### src/rtl/sism_pkg.sv
// SCSI interrupt status/mask package: offsets, bit positions, carriers.
// Assumes byte-wide register port decoded by the top module.
package sism_pkg;
    // ************************************************************
    // Register offsets
    // ************************************************************
    localparam logic [7:0] OFF_IEN0  = 8'h40;
    localparam logic [7:0] OFF_IEN1  = 8'h41;
    localparam logic [7:0] OFF_IST0  = 8'h42;
    localparam logic [7:0] OFF_IST1  = 8'h43;
    localparam logic [7:0] OFF_CTRL  = 8'h4c;
    localparam logic [7:0] OFF_STATE = 8'h4d;
    // ************************************************************
    // Field positions and reset values
    // ************************************************************
    localparam int BIT_MISMATCH = 7;
    localparam int BIT_DONE     = 6;
    localparam int BIT_CHOSEN   = 5;
    localparam int BIT_AGAIN    = 4;
    localparam int BIT_GROSS    = 3;
    localparam int BIT_DISC     = 2;
    localparam int BIT_BUSRST   = 1;
    localparam int BIT_PARITY   = 0;
    localparam int BIT_SELWAIT  = 2;
    localparam int BIT_FREETMR  = 1;
    localparam int BIT_HSGAP    = 0;
    localparam int CTL_PAR_EN   = 0;
    localparam int CTL_LOWLEVEL = 1;
    localparam int CTL_RSP_SEL  = 2;
    localparam int CTL_RSP_RSL  = 3;
    localparam logic [7:0] RST_BYTE = 8'h00;
    localparam logic [2:0] ST1_MASK = 3'h7;
    localparam int OFFSET_W     = 4;
    localparam int READ_GAP_CLK = 12;

    // Bus-side events, one cycle pulses or levels from the SCSI core
    typedef struct packed {
        logic                targetMode;
        logic                reqEdge;
        logic                phaseMatch;
        logic                atnLevel;
        logic                arbDone;
        logic                selDone;
        logic                selectedBy;
        logic                reselectedBy;
        logic                idMatch;
        logic                fifoRead;
        logic                fifoWrite;
        logic                fifoEmpty;
        logic                fifoFull;
        logic                ackEdge;
        logic [OFFSET_W-1:0] outstanding;
        logic                phaseChange;
        logic                xferStartNotSyncRx;
        logic                rxFifoNotEmpty;
        logic                disconnect;
        logic                discExpected;
        logic                srstLevel;
        logic                parityErr;
        logic                selTimeout;
        logic                genExpire;
        logic                hsExpire;
    } sism_evt_t;
endpackage

### src/rtl/sism_irq_core.sv
// SCSI interrupt status and mask block: two read-to-clear status bytes,
// two enable bytes, a control byte and a latched interrupt request.
// Assumes events are synchronous to clk; odd transmit parity is generated here from txData.
`timescale 1ns/100ps
`default_nettype none
module sism_irq_core #(
    parameter int OFFSET_W = sism_pkg::OFFSET_W
) (
    // Clock and reset
    input  wire logic              clk,
    input  wire logic              rst_n,
    // Register port
    input  wire logic [7:0]        regAddr,
    input  wire logic [7:0]        regWdata,
    input  wire logic              regWr,
    input  wire logic              regRd,
    output logic      [7:0]        regRdata,
    // Bus events
    input  wire sism_pkg::sism_evt_t evt,
    input  wire logic [OFFSET_W-1:0] maxOffset,
    // Transmit data and parity
    input  wire logic [7:0]        txData,
    output logic                   txParity,
    // Interrupt request and summary
    output logic                   irqReq,
    output logic                   scsiPending
);
    // ************************************************************
    // State
    // ************************************************************
    logic [7:0] ien0_q, ist0_q, ctrl_q, rdata_q;
    logic [2:0] ien1_q, ist1_q;
    logic       srst_q, irq_q, par_q;
    logic [7:0] set0;
    logic [2:0] set1;
    logic       hitIen0, hitIen1, hitIst0, hitIst1, hitCtrl, hitState;
    logic       rdIst0, rdIst1, gross, discSet, srstEdge, wantIrq;
    logic [7:0] rdMux;
    logic [7:0] clr0;
    logic [2:0] clr1;
    logic       rdAny, keepIrq, irqNext;

    // ************************************************************
    // Decode
    // ************************************************************
    assign hitIen0  = regAddr == sism_pkg::OFF_IEN0;
    assign hitIen1  = regAddr == sism_pkg::OFF_IEN1;
    assign hitIst0  = regAddr == sism_pkg::OFF_IST0;
    assign hitIst1  = regAddr == sism_pkg::OFF_IST1;
    assign hitCtrl  = regAddr == sism_pkg::OFF_CTRL;
    assign hitState = regAddr == sism_pkg::OFF_STATE;
    assign rdIst0   = regRd && hitIst0;
    assign rdIst1   = regRd && hitIst1;

    // Gross error sources folded into one set term
    assign gross = (evt.fifoRead && evt.fifoEmpty) || (evt.fifoWrite && evt.fifoFull)
        || (evt.targetMode && evt.ackEdge && evt.outstanding == '0)
        || ((evt.reqEdge || evt.ackEdge) && evt.outstanding >= maxOffset
            && maxOffset != '0)
        || (!evt.targetMode && evt.phaseChange && evt.outstanding != '0)
        || (evt.xferStartNotSyncRx && evt.rxFifoNotEmpty);
    // Valid disconnects count only in low level mode; timeouts are never expected
    assign discSet = (!evt.targetMode && evt.disconnect
                      && (!evt.discExpected || ctrl_q[sism_pkg::CTL_LOWLEVEL]))
        || evt.selTimeout;
    assign srstEdge = evt.srstLevel && !srst_q;

    // Condition set vectors, independent of enables
    assign set0[sism_pkg::BIT_MISMATCH] = (!evt.targetMode && evt.reqEdge && !evt.phaseMatch)
        || (evt.targetMode && evt.atnLevel);
    assign set0[sism_pkg::BIT_DONE]   = evt.arbDone || evt.selDone;
    assign set0[sism_pkg::BIT_CHOSEN] = evt.selectedBy && evt.idMatch
        && ctrl_q[sism_pkg::CTL_RSP_SEL];
    assign set0[sism_pkg::BIT_AGAIN]  = evt.reselectedBy && evt.idMatch
        && ctrl_q[sism_pkg::CTL_RSP_RSL];
    assign set0[sism_pkg::BIT_GROSS]  = gross;
    assign set0[sism_pkg::BIT_DISC]   = discSet;
    assign set0[sism_pkg::BIT_BUSRST] = srstEdge;
    assign set0[sism_pkg::BIT_PARITY] = evt.parityErr && ctrl_q[sism_pkg::CTL_PAR_EN];
    assign set1[sism_pkg::BIT_SELWAIT] = evt.selTimeout;
    assign set1[sism_pkg::BIT_FREETMR] = evt.genExpire;
    assign set1[sism_pkg::BIT_HSGAP]   = evt.hsExpire;

    // Read mux; reserved bits read zero
    assign rdMux = hitIen0 ? ien0_q :
                   hitIen1 ? {5'h00, ien1_q} :
                   hitIst0 ? ist0_q :
                   hitIst1 ? {5'h00, ist1_q} :
                   hitCtrl ? ctrl_q :
                   hitState ? {6'h00, scsiPending, irq_q} : 8'h00;

    assign wantIrq = |(ist0_q & ien0_q) || |(ist1_q & ien1_q);

    // A status read keeps the request only for enabled bits that the read leaves behind;
    // judging by the old status would hold the request forever after its own clearing read
    assign rdAny   = rdIst0 || rdIst1;
    assign clr0    = rdIst0 ? ist0_q : 8'h00;
    assign clr1    = rdIst1 ? ist1_q : 3'h0;
    assign keepIrq = |(ist0_q & ~clr0 & ien0_q) || |(ist1_q & ~clr1 & ien1_q);
    assign irqNext = rdAny ? keepIrq : (irq_q || wantIrq);

    // ************************************************************
    // Registers
    // ************************************************************
    // Status: clear only what the read returned, new sets win
    always_ff @(posedge clk)
    begin
        if (!rst_n)
        begin
            ist0_q <= sism_pkg::RST_BYTE;
            ist1_q <= 3'h0;
        end
        else
        begin
            ist0_q <= (ist0_q & ~(rdIst0 ? ist0_q : 8'h00)) | set0;
            ist1_q <= (ist1_q & ~(rdIst1 ? ist1_q : 3'h0)) | set1;
        end
    end

    // Enables and control from software writes
    always_ff @(posedge clk)
    begin
        if (!rst_n)
        begin
            ien0_q <= sism_pkg::RST_BYTE;
            ien1_q <= 3'h0;
            ctrl_q <= sism_pkg::RST_BYTE;
        end
        else if (regWr)
        begin
            if (hitIen0) ien0_q <= regWdata;
            if (hitIen1) ien1_q <= regWdata[2:0] & sism_pkg::ST1_MASK;
            if (hitCtrl) ctrl_q <= regWdata;
        end
    end

    // Latched request: masking later does not drop it, only a status read does
    always_ff @(posedge clk)
    begin
        if (!rst_n)
            irq_q <= 1'b0;
        else
            irq_q <= irqNext;
    end

    // Edge detect history, read data, parity
    always_ff @(posedge clk)
    begin
        if (!rst_n)
        begin
            srst_q  <= 1'b0;
            rdata_q <= 8'h00;
            par_q   <= 1'b1;
        end
        else
        begin
            srst_q  <= evt.srstLevel;
            rdata_q <= regRd ? rdMux : 8'h00;
            par_q   <= ~^txData;
        end
    end

    assign regRdata    = rdata_q;
    assign irqReq      = irq_q;
    assign txParity    = par_q;
    assign scsiPending = |ist0_q || |ist1_q;
endmodule
`default_nettype wire

### config.mk
export PLATFORM = sky130hd
export DESIGN_NAME = sism_irq_core
export DESIGN_NICKNAME = d
export VERILOG_FILES = /design/src/rtl/sism_pkg.sv /design/src/rtl/sism_irq_core.sv
export SDC_FILE = /design/constraint.sdc
export NUM_CORES = 1
export LEC_CHECK = 0
export BUFFER_PORTS_ARGS = -buffer_cell sky130_fd_sc_hd__buf_2
export CORE_AREA = 4 4 62 75
export DETAILED_ROUTE_END_ITERATION = 12
export DIE_AREA = 0 0 66 79
export PLACE_DENSITY = 0.87
export SLEW_MARGIN = 20
export SYNTH_ARGS = -nofsm -noshare
export SYNTH_HDL_FRONTEND = slang
export SYNTH_SLANG_ARGS = --single-unit
### constraint.sdc
create_clock -name clk -period 4 [get_ports clk]
set_input_delay 0.6 -clock clk [delete_from_list [all_inputs] [get_ports clk]]
set_output_delay 0.6 -clock clk [all_outputs]
set_load 0.02 [all_outputs]
# [Word-level counts from Yosys, hierarchy flattened]
# Cells that the tools add are included.
[word_totals] register_bits=41 latchBits=0 mem_bits_rw=0 rom_bits=0 inputBits=60 out_inout_bits=11 mem_count=0
[classes] n_addsub=0 n_mul=0 n_div=0 n_lt_le_gt_ge=1 n_eq_ne=6 shifts=0 mux=9 n_bitwise=10 reduce_logical=55
[ops] op="8-bit by 7-bit equality test with 1-bit output (second input constant)" count=6
[ops] op="8-bit 2-to-1 mux" count=6
[ops] op="8-bit bitwise AND" count=3
[ops] op="8-bit OR reduction" count=3
[ops] op="1-bit logical AND" count=22
[ops] op="1-bit logical OR" count=15
[ops] op="3-bit bitwise AND" count=3
[ops] op="3-bit OR reduction" count=3
[ops] op="8-bit NOT" count=1
[ops] op="8-bit bitwise OR" count=1
[ops] op="2-bit AND reduction" count=4
[ops] op="4-bit nonzero test" count=2
[ops] op="8-bit XNOR reduction" count=1
[ops] op="4-bit greater-or-equal comparator" count=1
[ops] op="1-bit logical NOT" count=4
[ops] op="4-bit logical NOT" count=1
[ops] op="3-bit 2-to-1 mux" count=1
[ops] op="3-bit NOT" count=1
[ops] op="3-bit bitwise OR" count=1
[ops] op="2-bit 2-to-1 mux" count=1
[ops] op="1-bit 2-to-1 mux" count=1

# [Depth between registers and ports, before layout]
# Gate-level depths: netlist (run 1).
[logic_depth] depth_word=9 depth_mapped=6 mapped_depth_nobuf=6

# [Worst setup path before layout (run 1)]
# OpenSTA, ideal clock, no wires.
[synth_path] path_kind="input-to-reg" startpoint="input port regAddr[7]" endpoint="register ctrl_q[0]" arrival_time_ns=2.069 setup_slack_ns=1.803 cell_stages=5 n_path_buf=1 cell_sequence="or4b_1 -> buf_6 -> nor4_4 -> mux2i_1 -> nor2_1"
[synth_via] elab_chain_cells=2
[synth_lines] item="start: declaration" line_no="sism_irq_core.sv:13" rtl="input wire logic [7:0] regAddr,"
[synth_lines] item="8-bit by 7-bit equality test with 1-bit output" line_no="sism_irq_core.sv:50" rtl="assign hitCtrl = regAddr == sism_pkg::OFF_CTRL;"
[synth_lines] item="2-bit AND reduction (no source line)"
[synth_lines] item="end signal: assignment" line_no="sism_irq_core.sv:127" rtl="ctrl_q <= sism_pkg::RST_BYTE;"
[synth_lines] item="end signal: assignment" line_no="sism_irq_core.sv:133" rtl="if (hitCtrl) ctrl_q <= regWdata;"
[synth_lines] item="end: declaration" line_no="sism_irq_core.sv:31" rtl="logic [7:0] ien0_q, ist0_q, ctrl_q, rdata_q;"
# No other way between the ends.
# A chain may end at the register's enable or synchronous reset.

# [Worst setup path after layout (run 1)]
[layout_path] startpoint="input port regAddr[7]" endpoint="register rdata_q[0] (netlist: regRdata[0])"
[layout_via] elab_chain_cells=7 word_cells_on_any_way=12 classes_between="6 x eq/ne; 6 x mux"
[layout_lines] item="8-bit by 7-bit equality test with 1-bit output" line_no="sism_irq_core.sv:51" rtl="assign hitState = regAddr == sism_pkg::OFF_STATE;"
[layout_lines] item="2-bit 2-to-1 mux" line_no="sism_irq_core.sv:90" rtl="hitState ? {6'h00, scsiPending, irq_q} : 8'h00;"
[layout_lines] item="8-bit 2-to-1 mux" line_no="sism_irq_core.sv:89" rtl="hitCtrl ? ctrl_q :"
[layout_lines] item="8-bit 2-to-1 mux" line_no="sism_irq_core.sv:88" rtl="hitIst1 ? {5'h00, ist1_q} :"
[layout_lines] item="8-bit 2-to-1 mux" line_no="sism_irq_core.sv:87" rtl="hitIst0 ? ist0_q :"
[layout_lines] item="8-bit 2-to-1 mux" line_no="sism_irq_core.sv:86" rtl="hitIen1 ? {5'h00, ien1_q} :"
[layout_lines] item="8-bit 2-to-1 mux *" line_no="sism_irq_core.sv:85" rtl="assign rdMux = hitIen0 ? ien0_q :"
[layout_lines] item="end signal: assignment" line_no="sism_irq_core.sv:158" rtl="rdata_q <= regRd ? rdMux : 8'h00;"
[layout_lines] item="end: declaration" line_no="sism_irq_core.sv:31"
# Every way passes the cells marked *; elsewhere a longest branch is shown, timed or not.

==> run summary, run 1 <==
## STA
• number of failing hold endpoints at the final stage: 0
• Slew @ Worst Pin: 909 ps
• clock period minus final worst setup slack: 2300 ps
• Final Hold Slack: 490 ps
• RSZ-0062 raised after global routing: no
• Rel. slew slack: 39.3%
• Final Cycle Share: 57.5%
• total negative slack for setup checks: 0 ps
• max-slew violation count: 0
• setup skew after layout: 6.44 ps
• total of endpoints with negative setup slack in the final report: 0
• highest clock rate: 0.434 GHz

## Yosys
• most frequently used flop master after synthesis: sky130_fd_sc_hd__dfxtp_1
• proportion of register bits with asynchronous set or reset after synthesis: 0%
• EDFF count, synth: 0
• per-instance average area after synthesis: 8.84 um^2
• Post-Synthesis Net Count: 286
• Synth Register Bits: 41
• sequential area share after synthesis: 41.8%
• warning count from the yosys run: 0
• number of unique standard cell types used by synthesis: 43
• count of mapped cells out of synthesis: 222
• post-synth design cell area: 1960 um^2

## Floorplanning
• area of the die: 5210 um^2
• initial cell density of the core: 50.2%
• floorplan row count: 25
• Die Y-Extent: 79 um
• I/O pins: 71
• Die Width: 66 um
• core region area: 3910 um^2

## Worst setup path
• startpoint-to-endpoint class of the critical path: in -> reg
• Crit. End Element: register
• element type at the critical path start: input port
• path depth of the worst reg2reg path: 3
• endpoint required time on the critical path: 4200 ps
• maximum fanout encountered on the critical timing path: 9
• Critical Path AT: 2500 ps

## Pwr
• leakage power: 0.989 nW
• worst vdd rail ir drop: 0.209 mV
• Comb pwr share: 11.5%
• P per Cell Area: 352 nW/um^2
• clock network power share: 39.0%
• switching power share of the total: 22.5%
• Overall Power: 864 uW
• Psw: 195 uW
• Pint: 669 uW
• fraction of power consumed by sequential logic: 49.5%

## GRT
• number of antenna violations at the first check in global routing: 0
• maximum number of pins on one net before global-route repair: 32
• vias in the first global route: 1964
• total global-route track usage: 21.1%
• total overflow reported by the global router: 0
• global-route wire length before repair: 8590 um

## Routing
• highest metal layer used by the detailed router: met4
• detailed-route via count: 1958
• vias per cell: 5.68
• final routed wirelength across all metal layers: 5180 um
• initial drt markers: 188
• number of antenna-violating nets in the routed design: 0
• Met2 Routed Length: 2470 um
• wire length the detailed router placed on met1: 2090 um
• number of optimization iterations in the first detailed-route pass: 6
• WL met3: 464 um
• final routed wire length divided by cell count: 15.0 um
• number of DRC violations after detailed routing: 0

## Run status
• run status: finished, final reports clean

## Placed design
• Placed Area: 2340 um^2
• half-perimeter wire length after placement: 4000 um
• count of buffers inserted at the top-level ports: 70
• gpl congestion: 0.925

## Cells and area
• finished layout cell area: 2450 um^2
• number of inserted diodes: 0
• final net count: 354
• utilization of the core after routing: 62.8%
• commonest cells after routing, fill and taps aside: 70 x sky130_fd_sc_hd__buf_2, 41 x sky130_fd_sc_hd__dfxtp_1, 30 x sky130_fd_sc_hd__nor2_1
• fraction of layout cells with a size suffix above 1: 28.2%
• synthesis-to-finish area growth: 25.1%
• most common cell after layout, fill and taps aside: sky130_fd_sc_hd__buf_2

## Clocking
• post-CTS setup buffers: 0
• number of cells upsized or downsized after cts: 0
• # H-tree levels: 2
• buffer levels on the longest clock path: 2
• hold buffer count at cts: 0
• TritonCTS Buffers: 5
• insertion delay of the later-clocked pin in the worst-skew pair: 290 ps
• register clock-pin slew on the reported worst setup and hold paths: 80 ps
• clock root cell: sky130_fd_sc_hd__clkbuf_8
• TritonCTS clock tree: built
• Sinks on Clock Net: 41

## Hold path
• depth of the worst hold-timing path: 2
• type of the worst min-delay path: reg -> reg

## Job
• max-cap violation count: 0

path summary, 6_finish.rpt:
check                                              end  slack (ps)              startpoint
worst max-delay path            regRdata[0]$_SDFF_PN0_        1700              regAddr[7]
worst min-delay path            ien0_q[5]$_SDFFE_PN0P_         490  ien0_q[5]$_SDFFE_PN0P_
worst max register to register  regRdata[2]$_SDFF_PN0_        2610  ctrl_q[2]$_SDFFE_PN0P_
worst min register to register  ien0_q[5]$_SDFFE_PN0P_         490  ien0_q[5]$_SDFFE_PN0P_
synthesized netlist by cell type, drive strengths merged, types with 2 or more instances:
library cell	n	share of area (%)
o21ai	6	1.5
a21oi	16	4.1
xnor2	6	2.7
dfxtp	41	42
nand2b	3	0.96
a22oi	3	1.1
a21o	2	0.77
nor4	6	3.0
inv	11	2.1
nand2	13	2.5
nor3	3	0.77
mux2i	13	6.6
a221oi	3	1.3
a211oi	5	1.9
nor3b	3	1.1
ha	4	2.6
o22ai	4	1.3
clkbuf	8	1.5
nor2	30	5.7
a222oi	7	3.6
nand3	10	2.6
and3	3	0.96
a32oi	3	1.3
nand4	2	0.64
power by group through the flow:
stage | Combinational [mW] | Sequential, mW | Clock (mW)
CTS | 0.0995 | 0.427 | 0.342
floorplan | 0.0520 | 0.436 | 0
global placement | 0.0969 | 0.437 | 0
detailed placement | 0.0991 | 0.437 | 0
finish | 0.0990 | 0.428 | 0.337
global route | 0.111 | 0.429 | 0.363
critical path, stage by stage:
cell and delay (ps):
sky130_fd_sc_hd__buf_2 100, sky130_fd_sc_hd__or4b_1 710, sky130_fd_sc_hd__nor3_1 620, sky130_fd_sc_hd__a21oi_1 170
sky130_fd_sc_hd__a221oi_1 290
registers in the layout, indices dropped and copies added, names as in the netlist:
signal	count
ctrl_q	8
ien0_q	8
ien1_q	3
irqReq	1
ist0_q	8
ist1_q	3
regRdata	8
srst_q	1
txParity	1
metrics by stage:
stage                     setup slack, ps  cells
final                                1700    345
after global routing                 1590    345
after CTS                            1740    345
after detailed placement             1430    337
after global placement               1480    337
after floorplan                      1800    222
layer usage:
metal	vias to the layer above	GRT usage, %
met1	878	25.8
li1	955	-
met5	-	0
met3	17	5.09
met2	108	34.8
met4	0	8.94
final cells by class:
class	instances	area, um^2
clock buffer	7	86.3
clock inverter	1	30.0
fill	363	1460
inverter	11	41.3
multi-input combinational	161	1060
sequential	41	821
tap	54	67.6
timing repair buffer	70	350
logic make-up (layout without fill, tap and decap cells):
family / count (synthesis) / count (layout) / share of synthesized area (%)
compound gates: 53 / 53 / 18.8
xor+xnor: 7 / 7 / 3.13
fa+ha+maj: 4 / 4 / 2.55
buf+inv: 20 / 89 / 4.21
flops: 41 / 41 / 41.8
mux: 14 / 14 / 7.21
simple gates: 83 / 83 / 22.3
(Power assumes the default switching activity.)
==> run 2: changes to the inputs <==
- CORE_AREA: 4 4 62 75 -> 4 4 63 77
- DIE_AREA: 0 0 66 79 -> 0 0 67 81
- PLACE_DENSITY: 0.87 -> 0.84
- clock period: 4 -> 2.16 ns (I/O delays scaled with it)
==> run summary, run 2 (synthesis gave the netlist of run 1 again) <==
## Worst setup path
• maximum fanout encountered on the critical timing path: 9
• endpoint required time on the critical path: 2330 ps
• startpoint-to-endpoint class of the critical path: in -> reg
• Crit. End Element: register
• CP max-delay cell: sky130_fd_sc_hd__or4b_1
• cell-by-cell listing of the critical path: buf_2 -> or4b_1 -> nor4_4 -> buf_4 -> mux2i_1 -> nor2_1
• count of buffer and inverter cells on the critical path: 2
• Top delay family on crit path: simple AND/OR/NAND/NOR gates
• element type at the critical path start: input port
• Critical Path AT: 1970 ps
• delay of the slowest cell on the worst path: 710 ps

## STA
• setup skew after layout: 7.76 ps
• number of failing hold endpoints at the final stage: 0
• Rel. slew slack: 67.8%
• highest clock rate: 0.557 GHz
• total of endpoints with negative setup slack in the final report: 0
• Slew @ Worst Pin: 483 ps
• Final Cycle Share: 83.1%
• RSZ-0062 raised after global routing: no
• max-slew violation count: 0
• clock period minus final worst setup slack: 1790 ps
• total negative slack for setup checks: 0 ps

## Run status
• run status: finished, final reports clean

## Cells and area
• non-filler cells, final: 356
• finished layout cell area: 2530 um^2
• number of inserted diodes: 0
• commonest cells after routing, fill and taps aside: 70 x sky130_fd_sc_hd__buf_2, 41 x sky130_fd_sc_hd__dfxtp_1, 30 x sky130_fd_sc_hd__nor2_1
• utilization of the core after routing: 61.2%
• fraction of layout cells with a size suffix above 1: 30.7%
• final net count: 363
• most common cell after layout, fill and taps aside: sky130_fd_sc_hd__buf_2
• synthesis-to-finish area growth: 28.9%

## Clocking
• insertion delay of the later-clocked pin in the worst-skew pair: 290 ps
• # H-tree levels: 2
• Sinks on Clock Net: 41
• TritonCTS clock tree: built
• post-CTS setup buffers: 0
• hold buffer count at cts: 0
• number of cells upsized or downsized after cts: 0
• register clock-pin slew on the reported worst setup and hold paths: 80 ps
• buffer levels on the longest clock path: 2
• clock root cell: sky130_fd_sc_hd__clkbuf_8
• TritonCTS Buffers: 5

## GRT
• global-route wire length before repair: 9010 um
• total overflow reported by the global router: 0
• number of antenna violations at the first check in global routing: 0
• vias in the first global route: 2011
• total global-route track usage: 21.7%
• maximum number of pins on one net before global-route repair: 31

## Floorplanning
• area of the die: 5430 um^2
• I/O pins: 71
• core region area: 4130 um^2
• floorplan row count: 26
• Die Y-Extent: 81 um
• Die Width: 67 um
• initial cell density of the core: 47.5%

## Routing
• number of DRC violations after detailed routing: 0
• final routed wirelength across all metal layers: 5440 um
• number of antenna-violating nets in the routed design: 0
• detailed-route via count: 2043
• initial drt markers: 205
• number of optimization iterations in the first detailed-route pass: 8
• vias per cell: 5.74
• final routed wire length divided by cell count: 15.3 um

## Placed design
• gpl congestion: 0.954
• number of placed cells counting well taps: 348
• half-perimeter wire length after placement: 4150 um
• Placed Area: 2410 um^2
• count of buffers inserted at the top-level ports: 70

## Pwr
• worst vdd rail ir drop: 0.396 mV
• P per Cell Area: 640 nW/um^2
• leakage power: 1.03 nW
• Overall Power: 1.62 mW

## Job
• max-cap violation count: 0

## Hold path
• type of the worst min-delay path: in -> reg

run 2: changes by cell type in the layout (fill, tap and decap cells not counted):
cell | previous run | this run
sky130_fd_sc_hd__clkinvlp_4 | 0 | 1
sky130_fd_sc_hd__clkbuf_1 | 1 | 0
sky130_fd_sc_hd__buf_4 | 0 | 9
run 2: final timing paths:
check,from,end,slack (ps),depth (start not counted)
worst max-delay path,regAddr[7],ctrl_q[6]$_SDFFE_PN0P_,370,6
worst min-delay path,evt[1],ist1_q[1]$_SDFF_PN0_,240,3
worst max register to register,ctrl_q[2]$_SDFFE_PN0P_,regRdata[2]$_SDFF_PN0_,790,3
worst min register to register,ien0_q[3]$_SDFFE_PN0P_,ien0_q[3]$_SDFFE_PN0P_,480,2
run 2: routing by layer:
metal	GRT usage (%)	routed length, um	share of wire (%)	vias up
met5	0	0	0	-
met4	10.8	243	4.5	0
met3	4.56	484	8.9	28
met2	37.0	2620	48	123
met1	25.4	2100	39	917
li1	-	-	-	975
run 2: report_power, final:
part | switching (mW) | internal, mW
Sequential | 0.0201 | 0.773
Clock | 0.258 | 0.376
Combinational | 0.0973 | 0.0931
Total | 0.375 | 1.24
run 2: per-stage QoR:
stage	hold slack, ps	worst slack (ps)
after floorplan	386	239
after global placement	459	188
after detailed placement	465	131
after CTS	234	395
after global routing	247	318
final	242	365
run 2: worst min-delay path: cells and delay by family:
| family | cells | cell delay [ps] |
|---|---|---|
| buf+inv | 1 | 80 |
| simple gates | 1 | 70 |
| compound gates | 1 | 30 |
run 2: layout make-up:
class	instances	area, um^2
multi-input combinational	161	1060
clock inverter	2	37.5
clock buffer	6	82.6
fill	374	1600
timing repair buffer	79	418
tap	56	70.1
inverter	11	41.3
sequential	41	821
==> run 3: changes to the inputs <==
- clock period: 2.16 -> 1.8 ns (I/O delays scaled with it)
==> run summary, run 3 (synthesis gave the netlist of run 1 again) <==
## Run status
• run status: finished, final reports clean

## Cells and area
• commonest cells after routing, fill and taps aside: 70 x sky130_fd_sc_hd__buf_2, 41 x sky130_fd_sc_hd__dfxtp_1, 30 x sky130_fd_sc_hd__nor2_1
• most common cell after layout, fill and taps aside: sky130_fd_sc_hd__buf_2
• synthesis-to-finish area growth: 31.0%
• fraction of layout cells with a size suffix above 1: 32.1%
• final net count: 368
• number of inserted diodes: 0

## Worst setup path
• endpoint required time on the critical path: 1530 ps
• maximum fanout encountered on the critical timing path: 4
• setup slack, reg-to-reg: 420 ps
• Critical Path AT: 1380 ps
• Crit. End Element: output pin
• startpoint-to-endpoint class of the critical path: reg -> out
• element type at the critical path start: register

## Placed design
• count of buffers inserted at the top-level ports: 70
• half-perimeter wire length after placement: 4200 um
• gpl congestion: 0.932

## Pwr
• Pint: 1.49 mW
• worst vdd rail ir drop: 0.458 mV
• P per Cell Area: 763 nW/um^2
• Overall Power: 1.96 mW
• clock network power share: 39.6%
• fraction of power consumed by sequential logic: 48.5%
• Comb pwr share: 11.9%
• Psw: 468 uW
• leakage power: 1.06 nW
• switching power share of the total: 23.8%

## Floorplanning
• Die Width: 67 um
• core region area: 4130 um^2
• area of the die: 5430 um^2
• Die Y-Extent: 81 um
• initial cell density of the core: 47.5%
• I/O pins: 71
• floorplan row count: 26

## Clocking
• TritonCTS clock tree: built
• clock root cell: sky130_fd_sc_hd__clkbuf_8
• buffer levels on the longest clock path: 2
• register clock-pin slew on the reported worst setup and hold paths: 80 ps
• TritonCTS Buffers: 5
• insertion delay of the later-clocked pin in the worst-skew pair: 300 ps
• post-CTS setup buffers: 0
• Sinks on Clock Net: 41
• # H-tree levels: 2
• hold buffer count at cts: 0
• number of cells upsized or downsized after cts: 0

## STA
• highest clock rate: 0.607 GHz
• Slew @ Worst Pin: 372 ps
• Final Cycle Share: 91.5%
• Rel. slew slack: 75.2%
• total negative slack for setup checks: 0 ps
• setup skew after layout: 5.28 ps
• number of failing hold endpoints at the final stage: 0
• RSZ-0062 raised after global routing: no
• total of endpoints with negative setup slack in the final report: 0
• max-slew violation count: 0
• clock period minus final worst setup slack: 1650 ps

## Hold path
• type of the worst min-delay path: in -> reg

## Routing
• number of optimization iterations in the first detailed-route pass: 6
• final routed wirelength across all metal layers: 5420 um
• initial drt markers: 148
• number of antenna-violating nets in the routed design: 0
• number of DRC violations after detailed routing: 0
• final routed wire length divided by cell count: 15.0 um
• vias per cell: 5.64
• detailed-route via count: 2035

## GRT
• maximum number of pins on one net before global-route repair: 31
• global-route wire length before repair: 8760 um
• number of antenna violations at the first check in global routing: 0
• vias in the first global route: 1939
• total overflow reported by the global router: 0
• total global-route track usage: 21.5%

## Job
• max-cap violation count: 0

## run 3: cell count changes in the layout (fill, tap and decap cells not counted), sizes merged
cell,change
buf,+5
## run 3: final timing paths
kind                                from                      to  depth (start not counted)
setup / recovery    ist0_q[6]$_SDFF_PN0_             scsiPending                          3
hold / removal                    evt[0]    ist1_q[0]$_SDFF_PN0_                          3
hold reg to reg   ien0_q[3]$_SDFFE_PN0P_  ien0_q[3]$_SDFFE_PN0P_                          2
setup reg to reg    ist1_q[1]$_SDFF_PN0_  regRdata[1]$_SDFF_PN0_                          4
## run 3: critical path: stages (launching register included)
cell                      delay, ps
sky130_fd_sc_hd__dfxtp_1        370
sky130_fd_sc_hd__nor4_1         330
sky130_fd_sc_hd__nand3_1        180
sky130_fd_sc_hd__buf_2          200
## run 3: routing by layer
layer | global-route usage, % | up-vias | part of all wire [%]
li1 | - | 982 | -
met2 | 36.3 | 91 | 50
met5 | 0 | - | 0
met3 | 4.56 | 8 | 8.3
met1 | 25.3 | 954 | 40
met4 | 11.0 | 0 | 1.8
## run 3: cell type report
cell class | count | area (um^2)
fill | 380 | 1560
multi-input combinational | 161 | 1060
sequential | 41 | 821
timing repair buffer | 84 | 455
clock buffer | 6 | 82.6
tap | 56 | 70.1
inverter | 11 | 41.3
clock inverter | 2 | 37.5
## run 3: power by group through the flow
stage	combinational, mW	clock (mW)	sequential [mW]
after floorplan	0.116	0	0.969
after global placement	0.229	0	0.971
after detailed placement	0.232	0	0.972
after CTS	0.235	0.783	0.951
after global routing	0.260	0.820	0.953
final	0.234	0.777	0.952
## run 3: stage by stage
stage               utilization [%]  instance area, um^2  instances  worst slack [ps]  hold slack, ps
detailed placement             59.3                 2450        353             -25.7             473
global placement               59.3                 2450        353              25.6             464
finish                         62.2                 2570        361               154             172
global route                   62.2                 2570        361              58.3             180
floorplan                         -                 1970        222             -50.6             332
CTS                            62.2                 2570        361               148             175
